--- config.mk ---
export PLATFORM = sky130hd
export DESIGN_NAME = osc_config_and_write_protect
export DESIGN_NICKNAME = d
export VERILOG_FILES = /design/src/rtl/osc_cfg_pkg.sv /design/src/rtl/osc_config_and_write_protect.sv
export SDC_FILE = /design/constraint.sdc
export NUM_CORES = 1
export LEC_CHECK = 0
export CORE_MARGIN = 5
export CORE_UTILIZATION = 25
export DETAILED_ROUTE_END_ITERATION = 8
export DONT_BUFFER_PORTS = 1
export HOLD_SLACK_MARGIN = 0.08
export PLACE_DENSITY = 0.49
export SLEW_MARGIN = 25
export SYNTH_ARGS = -nofsm -noshare
export SYNTH_HDL_FRONTEND = slang
export SYNTH_SLANG_ARGS = --single-unit
--- constraint.sdc ---
create_clock -name aclk -period 3.4 [get_ports aclk]
set_input_delay 0 -clock aclk [delete_from_list [all_inputs] [get_ports aclk]]
set_output_delay 0 -clock aclk [all_outputs]
set_load 0.01 [all_outputs]
--- src/rtl/osc_cfg_pkg.sv ---
package osc_cfg_pkg;

  // Register indices; byte address is four times the index
  localparam logic [9:0] IDX_OSC_CONFIG   = 10'h2fa;
  localparam logic [9:0] IDX_CLK_PROTECT  = 10'h2fb;
  localparam logic [9:0] IDX_FACTORY_TEST = 10'h2fc;
  localparam logic [9:0] IDX_REF_DIVIDE   = 10'h2fd;
  localparam logic [9:0] IDX_INT_STATUS   = 10'h2fe;
  localparam logic [9:0] IDX_INT_MASK     = 10'h2ff;

  localparam int ADDR_W = 12;

  // Field positions
  localparam int OSC_ENABLE_BIT = 7;
  localparam int FLAG_LOCK_BIT  = 0;
  localparam int FLAG_UP_BIT    = 1;
  localparam int MON_EVENT_BIT  = 2;
  localparam int INT_W          = 3;
  localparam int REF_DIVIDER_W       = 4;

  // Reset values
  localparam logic [7:0]          OSC_CONFIG_RST   = 8'h00;
  localparam logic                PROTECT_RST      = 1'b0;
  localparam logic [7:0]          FACTORY_TEST_RST = 8'h00;
  localparam logic [REF_DIVIDER_W-1:0] REF_DIVIDE_RST   = 4'h0;
  localparam logic [INT_W-1:0]    INT_STATUS_RST   = 3'h0;
  localparam logic [INT_W-1:0]    INT_MASK_RST     = 3'h0;

  localparam logic [7:0] UNLOCK_KEY = 8'h26;

  localparam logic [1:0] RESP_OKAY   = 2'b00;
  localparam logic [1:0] RESP_SLVERR = 2'b10;

  typedef struct packed {
    logic       osc_enable;
    logic       rsvd6;
    logic       spare5;
    logic [4:0] rsvd4_0;
  } osc_cfg_t;

  typedef struct packed {
    logic osc_loss;
    logic osc_stable;
    logic pll_locked;
  } clk_status_t;

  typedef enum logic [2:0] {
    SEL_OSC,
    SEL_PROTECT,
    SEL_TEST,
    SEL_REF_DIVIDER,
    SEL_STATUS,
    SEL_MASK,
    SEL_NONE
  } reg_sel_t;

endpackage

--- src/rtl/osc_config_and_write_protect.sv ---
// Decided for this implementation: the AXI4-Lite interface to the registers.
`timescale 1ns/100ps
`default_nettype none

module osc_config_and_write_protect
  import osc_cfg_pkg::*;
(
  input  wire logic              aclk,
  input  wire logic              aresetn,
  input  wire logic [ADDR_W-1:0] s_axi_awaddr,
  input  wire logic [2:0]        s_axi_awprot,
  input  wire logic              s_axi_awvalid,
  output logic                   s_axi_awready,
  input  wire logic [31:0]       s_axi_wdata,
  input  wire logic [3:0]        s_axi_wstrb,
  input  wire logic              s_axi_wvalid,
  output logic                   s_axi_wready,
  output logic [1:0]             s_axi_bresp,
  output logic                   s_axi_bvalid,
  input  wire logic              s_axi_bready,
  input  wire logic [ADDR_W-1:0] s_axi_araddr,
  input  wire logic [2:0]        s_axi_arprot,
  input  wire logic              s_axi_arvalid,
  output logic                   s_axi_arready,
  output logic [31:0]            s_axi_rdata,
  output logic [1:0]             s_axi_rresp,
  output logic                   s_axi_rvalid,
  input  wire logic              s_axi_rready,
  input  wire logic              pll_clock_select,
  input  wire logic              special_mode,
  input  wire clk_status_t       clk_status,
  input  wire logic              internal_rc_clock,
  input  wire logic              osc_output_clock,
  output logic                   crystal_oscillator_enable,
  output logic                   clock_monitor_enable,
  output logic                   osc_qualify_enable,
  output logic                   reference_clock,
  output logic                   clock_monitor_reset,
  output logic                   osc_clock_allowed,
  output logic                   cfg_write_enable,
  output logic [REF_DIVIDER_W-1:0]    ref_divider,
  output logic [7:0]             factory_test_value,
  output logic                   irq
);

  function automatic reg_sel_t decode(input logic [ADDR_W-1:0] addr);
    logic [9:0] idx;
    idx = addr[ADDR_W-1:2];
    if (addr[1:0] != 2'b00)
      decode = SEL_NONE;
    else
    begin
      case (idx)
        IDX_OSC_CONFIG:   decode = SEL_OSC;
        IDX_CLK_PROTECT:  decode = SEL_PROTECT;
        IDX_FACTORY_TEST: decode = SEL_TEST;
        IDX_REF_DIVIDE:   decode = SEL_REF_DIVIDER;
        IDX_INT_STATUS:   decode = SEL_STATUS;
        IDX_INT_MASK:     decode = SEL_MASK;
        default:          decode = SEL_NONE;
      endcase
    end
  endfunction

  logic [ADDR_W-1:0]   awaddr_ff;
  logic                aw_held_ff;
  logic [7:0]          wbyte_ff;
  logic                wlane0_ff;
  logic                w_held_ff;
  logic                bvalid_ff;
  logic [1:0]          bresp_ff;
  logic                rvalid_ff;
  logic [31:0]         rdata_ff;
  logic [1:0]          rresp_ff;
  osc_cfg_t            osc_cfg_ff;
  logic                protect_ff;
  logic [7:0]          test_ff;
  logic [REF_DIVIDER_W-1:0] ref_divider_ff;
  logic [INT_W-1:0]    int_status_ff;
  logic [INT_W-1:0]    int_mask_ff;
  logic                lock_flag_ff;
  logic                osc_up_ff;
  logic [REF_DIVIDER_W-1:0] div_cnt_ff;
  logic                ref_clk_ff;
  logic                mon_reset_ff;

  reg_sel_t            wr_sel;
  reg_sel_t            rd_sel;
  logic                wr_fire;
  logic                wr_byte;
  logic                osc_wr_ok;
  logic                cfg_protect_bit_wr;
  logic                test_wr_ok;
  logic                ref_divider_wr_ok;
  logic [INT_W-1:0]    int_events;
  logic                osc_en;
  logic [31:0]         nxt_rdata;

  assign wr_sel  = decode(awaddr_ff);
  assign rd_sel  = decode(s_axi_araddr);
  assign wr_fire = aw_held_ff && w_held_ff && !bvalid_ff;
  // Only the low byte lane reaches the 8-bit registers
  assign wr_byte = wr_fire && wlane0_ff;
  assign osc_en  = osc_cfg_ff.osc_enable;

  assign osc_wr_ok    = wr_byte && wr_sel == SEL_OSC && !protect_ff && pll_clock_select;
  assign cfg_protect_bit_wr      = wr_byte && wr_sel == SEL_PROTECT;
  assign test_wr_ok   = wr_byte && wr_sel == SEL_TEST && special_mode;
  assign ref_divider_wr_ok = wr_byte && wr_sel == SEL_REF_DIVIDER && !protect_ff;

  assign s_axi_awready = !aw_held_ff;
  assign s_axi_wready  = !w_held_ff;
  assign s_axi_bvalid  = bvalid_ff;
  assign s_axi_bresp   = bresp_ff;
  assign s_axi_arready = !rvalid_ff;
  assign s_axi_rvalid  = rvalid_ff;
  assign s_axi_rdata   = rdata_ff;
  assign s_axi_rresp   = rresp_ff;

  // Write address and data are latched independently, in either order
  always_ff @(posedge aclk)
  begin
    if (!aresetn)
    begin
      aw_held_ff <= 1'b0;
      awaddr_ff  <= '0;
    end
    else if (s_axi_awvalid && !aw_held_ff)
    begin
      aw_held_ff <= 1'b1;
      awaddr_ff  <= s_axi_awaddr;
    end
    else if (wr_fire)
      aw_held_ff <= 1'b0;
  end

  always_ff @(posedge aclk)
  begin
    if (!aresetn)
    begin
      w_held_ff <= 1'b0;
      wbyte_ff  <= 8'h00;
      wlane0_ff <= 1'b0;
    end
    else if (s_axi_wvalid && !w_held_ff)
    begin
      w_held_ff <= 1'b1;
      wbyte_ff  <= s_axi_wdata[7:0];
      wlane0_ff <= s_axi_wstrb[0];
    end
    else if (wr_fire)
      w_held_ff <= 1'b0;
  end

  always_ff @(posedge aclk)
  begin
    if (!aresetn)
    begin
      bvalid_ff <= 1'b0;
      bresp_ff  <= RESP_OKAY;
    end
    else if (wr_fire)
    begin
      bvalid_ff <= 1'b1;
      bresp_ff  <= (wr_sel == SEL_NONE) ? RESP_SLVERR : RESP_OKAY;
    end
    else if (s_axi_bready)
      bvalid_ff <= 1'b0;
  end

  always_comb
  begin
    nxt_rdata = 32'h0000_0000;
    case (rd_sel)
      SEL_OSC:     nxt_rdata[7:0] = osc_cfg_ff;
      SEL_PROTECT: nxt_rdata[0] = protect_ff;
      SEL_TEST:    nxt_rdata[7:0] = test_ff;
      SEL_REF_DIVIDER:  nxt_rdata[REF_DIVIDER_W-1:0] = ref_divider_ff;
      SEL_STATUS:  nxt_rdata[INT_W+1:0] = {osc_up_ff, lock_flag_ff, int_status_ff};
      SEL_MASK:    nxt_rdata[INT_W-1:0] = int_mask_ff;
      default:     nxt_rdata = 32'h0000_0000;
    endcase
  end

  always_ff @(posedge aclk)
  begin
    if (!aresetn)
    begin
      rvalid_ff <= 1'b0;
      rdata_ff  <= 32'h0000_0000;
      rresp_ff  <= RESP_OKAY;
    end
    else if (s_axi_arvalid && !rvalid_ff)
    begin
      rvalid_ff <= 1'b1;
      rdata_ff  <= nxt_rdata;
      rresp_ff  <= (rd_sel == SEL_NONE) ? RESP_SLVERR : RESP_OKAY;
    end
    else if (s_axi_rready)
      rvalid_ff <= 1'b0;
  end

  // Reserved bits are stored as written; software must keep them at reset value
  always_ff @(posedge aclk)
  begin
    if (!aresetn)
      osc_cfg_ff <= OSC_CONFIG_RST;
    else if (osc_wr_ok)
      osc_cfg_ff <= wbyte_ff;
  end

  always_ff @(posedge aclk)
  begin
    if (!aresetn)
      protect_ff <= PROTECT_RST;
    else if (cfg_protect_bit_wr)
      protect_ff <= (wbyte_ff != UNLOCK_KEY);
  end

  always_ff @(posedge aclk)
  begin
    if (!aresetn)
      test_ff <= FACTORY_TEST_RST;
    else if (test_wr_ok)
      test_ff <= wbyte_ff;
  end

  always_ff @(posedge aclk)
  begin
    if (!aresetn)
      ref_divider_ff <= REF_DIVIDE_RST;
    else if (ref_divider_wr_ok)
      ref_divider_ff <= wbyte_ff[REF_DIVIDER_W-1:0];
  end

  // Reconfiguring the oscillator invalidates lock and stability; the clear wins here
  always_ff @(posedge aclk)
  begin
    if (!aresetn)
      lock_flag_ff <= 1'b0;
    else if (osc_wr_ok)
      lock_flag_ff <= 1'b0;
    else
      lock_flag_ff <= clk_status.pll_locked;
  end

  always_ff @(posedge aclk)
  begin
    if (!aresetn)
      osc_up_ff <= 1'b0;
    else if (osc_wr_ok)
      osc_up_ff <= 1'b0;
    else
      osc_up_ff <= osc_en && clk_status.osc_stable;
  end

  always_ff @(posedge aclk)
  begin
    if (!aresetn)
      mon_reset_ff <= 1'b0;
    else
      mon_reset_ff <= osc_en && clk_status.osc_loss;
  end

  // Divide-by-(n+1) counter on oscillator ticks
  always_ff @(posedge aclk)
  begin
    if (!aresetn)
    begin
      div_cnt_ff <= '0;
      ref_clk_ff <= 1'b0;
    end
    else if (!osc_en)
    begin
      div_cnt_ff <= '0;
      ref_clk_ff <= internal_rc_clock;
    end
    else if (osc_output_clock)
    begin
      ref_clk_ff <= (div_cnt_ff == ref_divider_ff);
      div_cnt_ff <= (div_cnt_ff == ref_divider_ff) ? '0 : div_cnt_ff + 1'b1;
    end
    else
      ref_clk_ff <= 1'b0;
  end

  assign int_events[FLAG_LOCK_BIT] = !osc_wr_ok && clk_status.pll_locked && !lock_flag_ff;
  assign int_events[FLAG_UP_BIT]   = !osc_wr_ok && osc_en && clk_status.osc_stable && !osc_up_ff;
  assign int_events[MON_EVENT_BIT] = osc_en && clk_status.osc_loss && !mon_reset_ff;

  // Set beats write-one-to-clear in the same cycle
  always_ff @(posedge aclk)
  begin
    if (!aresetn)
      int_status_ff <= INT_STATUS_RST;
    else if (wr_byte && wr_sel == SEL_STATUS)
      int_status_ff <= (int_status_ff & ~wbyte_ff[INT_W-1:0]) | int_events;
    else
      int_status_ff <= int_status_ff | int_events;
  end

  always_ff @(posedge aclk)
  begin
    if (!aresetn)
      int_mask_ff <= INT_MASK_RST;
    else if (wr_byte && wr_sel == SEL_MASK)
      int_mask_ff <= wbyte_ff[INT_W-1:0];
  end

  assign crystal_oscillator_enable = osc_en;
  assign clock_monitor_enable      = osc_en;
  assign osc_qualify_enable        = osc_en && pll_clock_select;
  assign reference_clock           = ref_clk_ff;
  assign clock_monitor_reset       = mon_reset_ff;
  assign osc_clock_allowed         = osc_up_ff;
  assign cfg_write_enable          = !protect_ff;
  assign ref_divider               = ref_divider_ff;
  assign factory_test_value        = test_ff;
  assign irq                       = |(int_status_ff & int_mask_ff);
endmodule

`default_nettype wire

* Yosys cells after proc, flatten, opt, wreduce, memory -nomap -nowiden
Index checks and enable logic that the tools add are counted.
** Operators by class
- Equality and inequality tests :: 26
- Bitwise logic cells :: 6
- Reduce and logical (&&, ||, !) cells :: 45
- Add/subtract/negate cells :: 1
- Mux-type cells :: 22
- Shift-type cells :: 0
- Div/mod/pow operators :: 0
- Order comparisons :: 0
- $mul :: 0
** Operator list (count)
- $eq A10 B10 Y1 const B :: 12
- $pmux W3 S6 :: 2
- $logic_and A1 B1 Y1 :: 25
- $eq A3 B3 Y1 const B :: 6
- $eq A3 B2 Y1 const B :: 4
- $reduce_bool A2 Y1 :: 6
- $pmux W2 S5 :: 1
- $logic_not A1 Y1 :: 9
- $mux W1 :: 9
- $mux W3 :: 3
- $ne A8 B6 Y1 const B :: 1
- $and A3 B3 Y3 :: 2
- $eq A3 B1 Y1 const B :: 2
- $logic_not A3 Y1 :: 2
- $or A3 B3 Y3 :: 2
- $pmux W1 S6 :: 1
- $pmux W3 S2 :: 1
- $add A4 B1 Y4 const B :: 1
- $eq A4 B4 Y1 :: 1
- $mux W2 :: 2
- $mux W4 :: 1
- $pmux W1 S4 :: 1
- $not A3 Y3 :: 1
- $pmux W1 S3 :: 1
- other kinds (4) :: 4
** Storage, ports and cells
- Memories :: 0
- RAM bits :: 0
- Flip-flop bits (word level) :: 72
- Bits in latches :: 0
- Logic and storage cells :: 124
- Output and inout bits :: 61
- Memory bits (read-only) :: 0

* Longest topological paths before layout
- Depth in word-level cells :: 13
- Mapped depth :: 6
- Mapped depth without buffers :: 5

* Worst setup path after synthesis
No wires, ideal clock.
- Path type :: flip-flop to flip-flop
- Start point :: register awaddr_ff[10]
- End point :: register int_status_ff[1]
- Arrival :: 1437 ps
- Setup time :: 116 ps
- Path slack :: 1848 ps
- Data required time :: 3284 ps
- Stages on the path, launching flop included :: 7
- Clock period less this slack :: 1552 ps
- Cells stage by stage :: dfxtp_1 -> nor4b_4 -> nand3_2 -> nor4_2 -> buf_4 -> nor3_1 -> a31o_1
** Between the ends
- Cells in the longest elaborated chain, start to end :: 13
- Elaborated cells on any way between the ends :: 21
- Classes of those cells :: eq/ne (7); mux (3); bitwise (2); reduce/logical (9)
** Ends and longest elaborated chain
- start, declared :: line osc_config_and_write_protect.sv:65 : logic [ADDR_W-1:0] awaddr_ff;
- start signal, assigned :: line osc_config_and_write_protect.sv:131 : awaddr_ff <= s_axi_awaddr;
- $eq A10 B10 Y1 :: line osc_config_and_write_protect.sv:53 : case (idx)
- $pmux W3 S6 * :: line osc_config_and_write_protect.sv:53
- $mux W3 * :: line osc_config_and_write_protect.sv:49 : if (addr[1:0] != 2'b00)
- $logic_not A3 Y1 :: line osc_config_and_write_protect.sv:106 : assign osc_wr_ok = wr_byte && wr_sel == SEL_OSC && !protect_ff && pll_clock_select;
- $logic_and A1 B1 Y1 (3 in series) :: line osc_config_and_write_protect.sv:106
- $logic_not A1 Y1 :: line osc_config_and_write_protect.sv:288 : assign int_events[FLAG_UP_BIT] = !osc_wr_ok && osc_en && clk_status.osc_stable && !osc_up_ff;
- $logic_and A1 B1 Y1 (3 in series) :: line osc_config_and_write_protect.sv:288
- $or A3 B3 Y3 (on tied branches) :: line osc_config_and_write_protect.sv:299, osc_config_and_write_protect.sv:297
- $mux W3 * :: line osc_config_and_write_protect.sv:296 : else if (wr_byte && wr_sel == SEL_STATUS)
- end signal, assigned :: line osc_config_and_write_protect.sv:297 : int_status_ff <= (int_status_ff & ~wbyte_ff[INT_W-1:0]) | int_events;
- end signal, assigned :: line osc_config_and_write_protect.sv:299 : int_status_ff <= int_status_ff | int_events;
- end, declared :: line osc_config_and_write_protect.sv:79 : logic [INT_W-1:0] int_status_ff;
Mark *: on every way between the ends. The rest lies on a longest branch, timed or not.
A chain may end at the register's enable or synchronous reset.

* Final worst setup path
- Start point :: register w_held_ff
- End point :: register test_ff[0] (netlist: factory_test_value[0])
** Between the ends
- Cells in the longest elaborated chain, start to end :: 5
** Ends and longest elaborated chain
- start, declared :: line osc_config_and_write_protect.sv:69 : logic w_held_ff;
- start signal, assigned :: line osc_config_and_write_protect.sv:141 : w_held_ff <= 1'b0;
- start signal, assigned :: line osc_config_and_write_protect.sv:147 : w_held_ff <= 1'b1;
- start signal, assigned :: line osc_config_and_write_protect.sv:152 : w_held_ff <= 1'b0;
- $logic_and A1 B1 Y1 (2 in series) :: line osc_config_and_write_protect.sv:101 : assign wr_fire = aw_held_ff && w_held_ff && !bvalid_ff;
- $logic_and A1 B1 Y1 :: line osc_config_and_write_protect.sv:103 : assign wr_byte = wr_fire && wlane0_ff;
- $logic_and A1 B1 Y1 (2 in series) :: line osc_config_and_write_protect.sv:108 : assign test_wr_ok = wr_byte && wr_sel == SEL_TEST && special_mode;
- end signal, assigned :: line osc_config_and_write_protect.sv:225 : test_ff <= wbyte_ff;
- end, declared :: line osc_config_and_write_protect.sv:77 : logic [7:0] test_ff;
Every way passes these cells.

==> flow_metrics.tcl <==
set metrics [dict create \
    root_buffer "clkbuf_16" \
    drv_cap 0 \
    antenna_left 0 \
    die-width_um 125 \
    die_area_mm2 0.0156 \
    diodes 0 \
    layout.cells.non_filler 612 \
    peakVddDrop_uv 355 \
    synth_seq_cells 70 \
    rows 42 \
    synth_area_leaders "dfxtp_1, nand2_1, buf_4, a21boi_0, o21ai_0" \
    worst_slack_ns 1.64 \
    dp_cells 554 \
    fp.dieH_um 125 \
    routed_wl_mm 9.28 \
    timing.final.crit_share_pct 51.7 \
    dp_slack_ns 1.60 \
    area_growth_pct 22.8 \
    cts_buffers 9 \
    cts_sinks 70 \
    setup_viol 0 \
    relSlewSlack_pct 43.7 \
    synth_edf_count 0 \
    grt_pass1_vias 2665 \
    cts_resized 0 \
    p_total_mw 1.93 \
    vias 2756 \
    worst_pin_slew_ns 0.843 \
    drv_slew 0 \
    drc 0 \
    placed_cell_area_mm2 0.00332 \
    wl_per_cell_um 15.2 \
    io_buffers 0 \
    grt_max_degree 87 \
    vias_per_cell 4.50 \
    overflow 0 \
    critical_path.max_fanout 16 \
    drive_above_1_share_pct 6.65 \
    ys_warn_count 0 \
    grt_setup_unrepaired "no" \
    tns_ns 0 \
    status "finished clean" \
    core_area_mm2 0.0131 \
    tritoncts "yes" \
    skew_ns 0.00569 \
    h-tree-depth 3 \
    grt_pass1_wl_mm 14.7 \
    drt-initial-drc-count 98 \
    synth_area_mm2 0.00330 \
    hold_violations 0 \
    most-common-layout-cells "nand2_1, dfxtp_1, dlygate4sd3_1" \
    ys_seq_area_share_pct 42.5 \
    grtUsageTotal_pct 12.1 \
    start_util_pct 25.2 \
    drt_first_pass_iters 5 \
    cts_buffer_depth 2 \
    min_period_ns 1.76 \
    max_freq_mhz 569 \
    crit_path_end_kind "register" \
    synth_flop_cell "dfxtp_1" \
    power.density_mw_per_mm2 476 \
    post-route-util_pct 31.0 \
    dpl.hpwl_mm 6.54 \
    p_leak_nw 1.51 \
    critical_path_class "reg -> reg" \
    gp_congestion 0.746 \
    netlist_instances 401 \
    pin_count 141 \
    fillers 1369 \
    hp-class "in -> reg" \
    ys_types 53 \
    arrival_ns 1.95 \
    hold-worst-slack_ns 0.0945 \
    mostFrequentLayoutCell "nand2_1" \
    ys_async_sr_fraction_pct 0 \
    final_net_count 512 \
    synth_top_area_share_pct 42.5 \
    required_ns 3.59 \
    path_clk_slew_ns 0.06 \
    synth_top_cell_by_area "dfxtp_1" \
    post_cts_buffers 0 \
    antenna_found_initial 1 \
    worstSkewPairLatency_ns 0.34 \
    avgSynthCellArea_um2 8.23 \
    fin_area_mm2 0.00405 \
    start_kind "register" \
]
[critical path, cell delays in order (launching register included)]
cell and delay, ns:
dfxtp_1 0.37, inv_1 0.12, or3_4 0.42, nor3_4 0.53, o21ai_0 0.18
[path summary, 6_finish.rpt]
check	startpoint	to	slack (ns)	depth (start not counted)
setup / recovery	w_held_ff	factory_test_value[0]	1.64	4
hold / removal	pll_clock_select	osc_clock_allowed	0.09	4
setup reg to reg	w_held_ff	factory_test_value[0]	1.64	4
hold reg to reg	osc_cfg_ff[2]	osc_cfg_ff[2]	0.46	2
[state kept, by name, indices dropped and copies added (netlist names), 3 cells and up]
name	count
awaddr_ff	12
factory_test_value	8
s_axi_rdata	8
wbyte_ff	8
osc_cfg_ff	7
div_cnt_ff	4
ref_divider	4
int_mask_ff	3
int_status_ff	3
[kinds of logic (layout without fill, tap and decap cells)]
family                   after synthesis  after routing  synth area share [%]
AO/OA/AOI/OAI                         78             78                  15.9
multiplexers                           6              6                  1.90
AND/OR/NAND/NOR                      181            181                  27.5
other                                  1             26                 0.114
XOR/XNOR                               7              7                  1.86
adder cells (fa/ha/maj)                1              1                 0.379
buffers and inverters                 57             67                  9.97
flip-flops                            70             70                  42.5
[layout make-up]
class                   count  area, um2  share of cell area, %
multi-input cells         299       1660                   41.1
inverters                   8       30.0                  0.741
clock inverters             7       65.1                   1.61
clock buffers               9        225                   5.56
well taps                 176        220                   5.44
repair buffers             43        445                   11.0
flip-flops and latches     70       1400                   34.6
[synthesized netlist by cell type, types with 2 or more instances]
master and count:
nand2_1 84, dfxtp_1 70, o21ai_0 31, nand3_1 30, buf_4 28, a21boi_0 23, nor2_1 18, clkbuf_1 17
nor2b_1 9, inv_1 8, and2_1 7, nand4_1 6, a22oi_1 5, and3_1 5, xor2_1 5, mux2i_1 4
nor3_1 4, o21a_1 3, a221oi_1 2, a31oi_1 2, and3b_1 2, buf_2 2, mux2_2 2, nor4b_1 2
o211a_1 2, o21ai_1 2, xnor2_1 2
[metal layers]
metal	global-route usage, %	wire [um]
met3	5.27	925
met4	4.53	99
met5	0	0
met1	14.3	3940
met2	19.5	4310
[where the power goes]
| part | switching (mW) | internal (mW) |
|---|---|---|
| clock network | 0.354 | 0.562 |
| registers | 0.0258 | 0.843 |
| logic | 0.0777 | 0.0646 |
[timing repair]
item / 4_1_cts / 5_1_grt
hold buffers: 42 / 0
endpoints found under the hold margin: 70 / 0
setup endpoints to repair: 0 / 0
No activity file was read; power rests on OpenSTA's default activity.
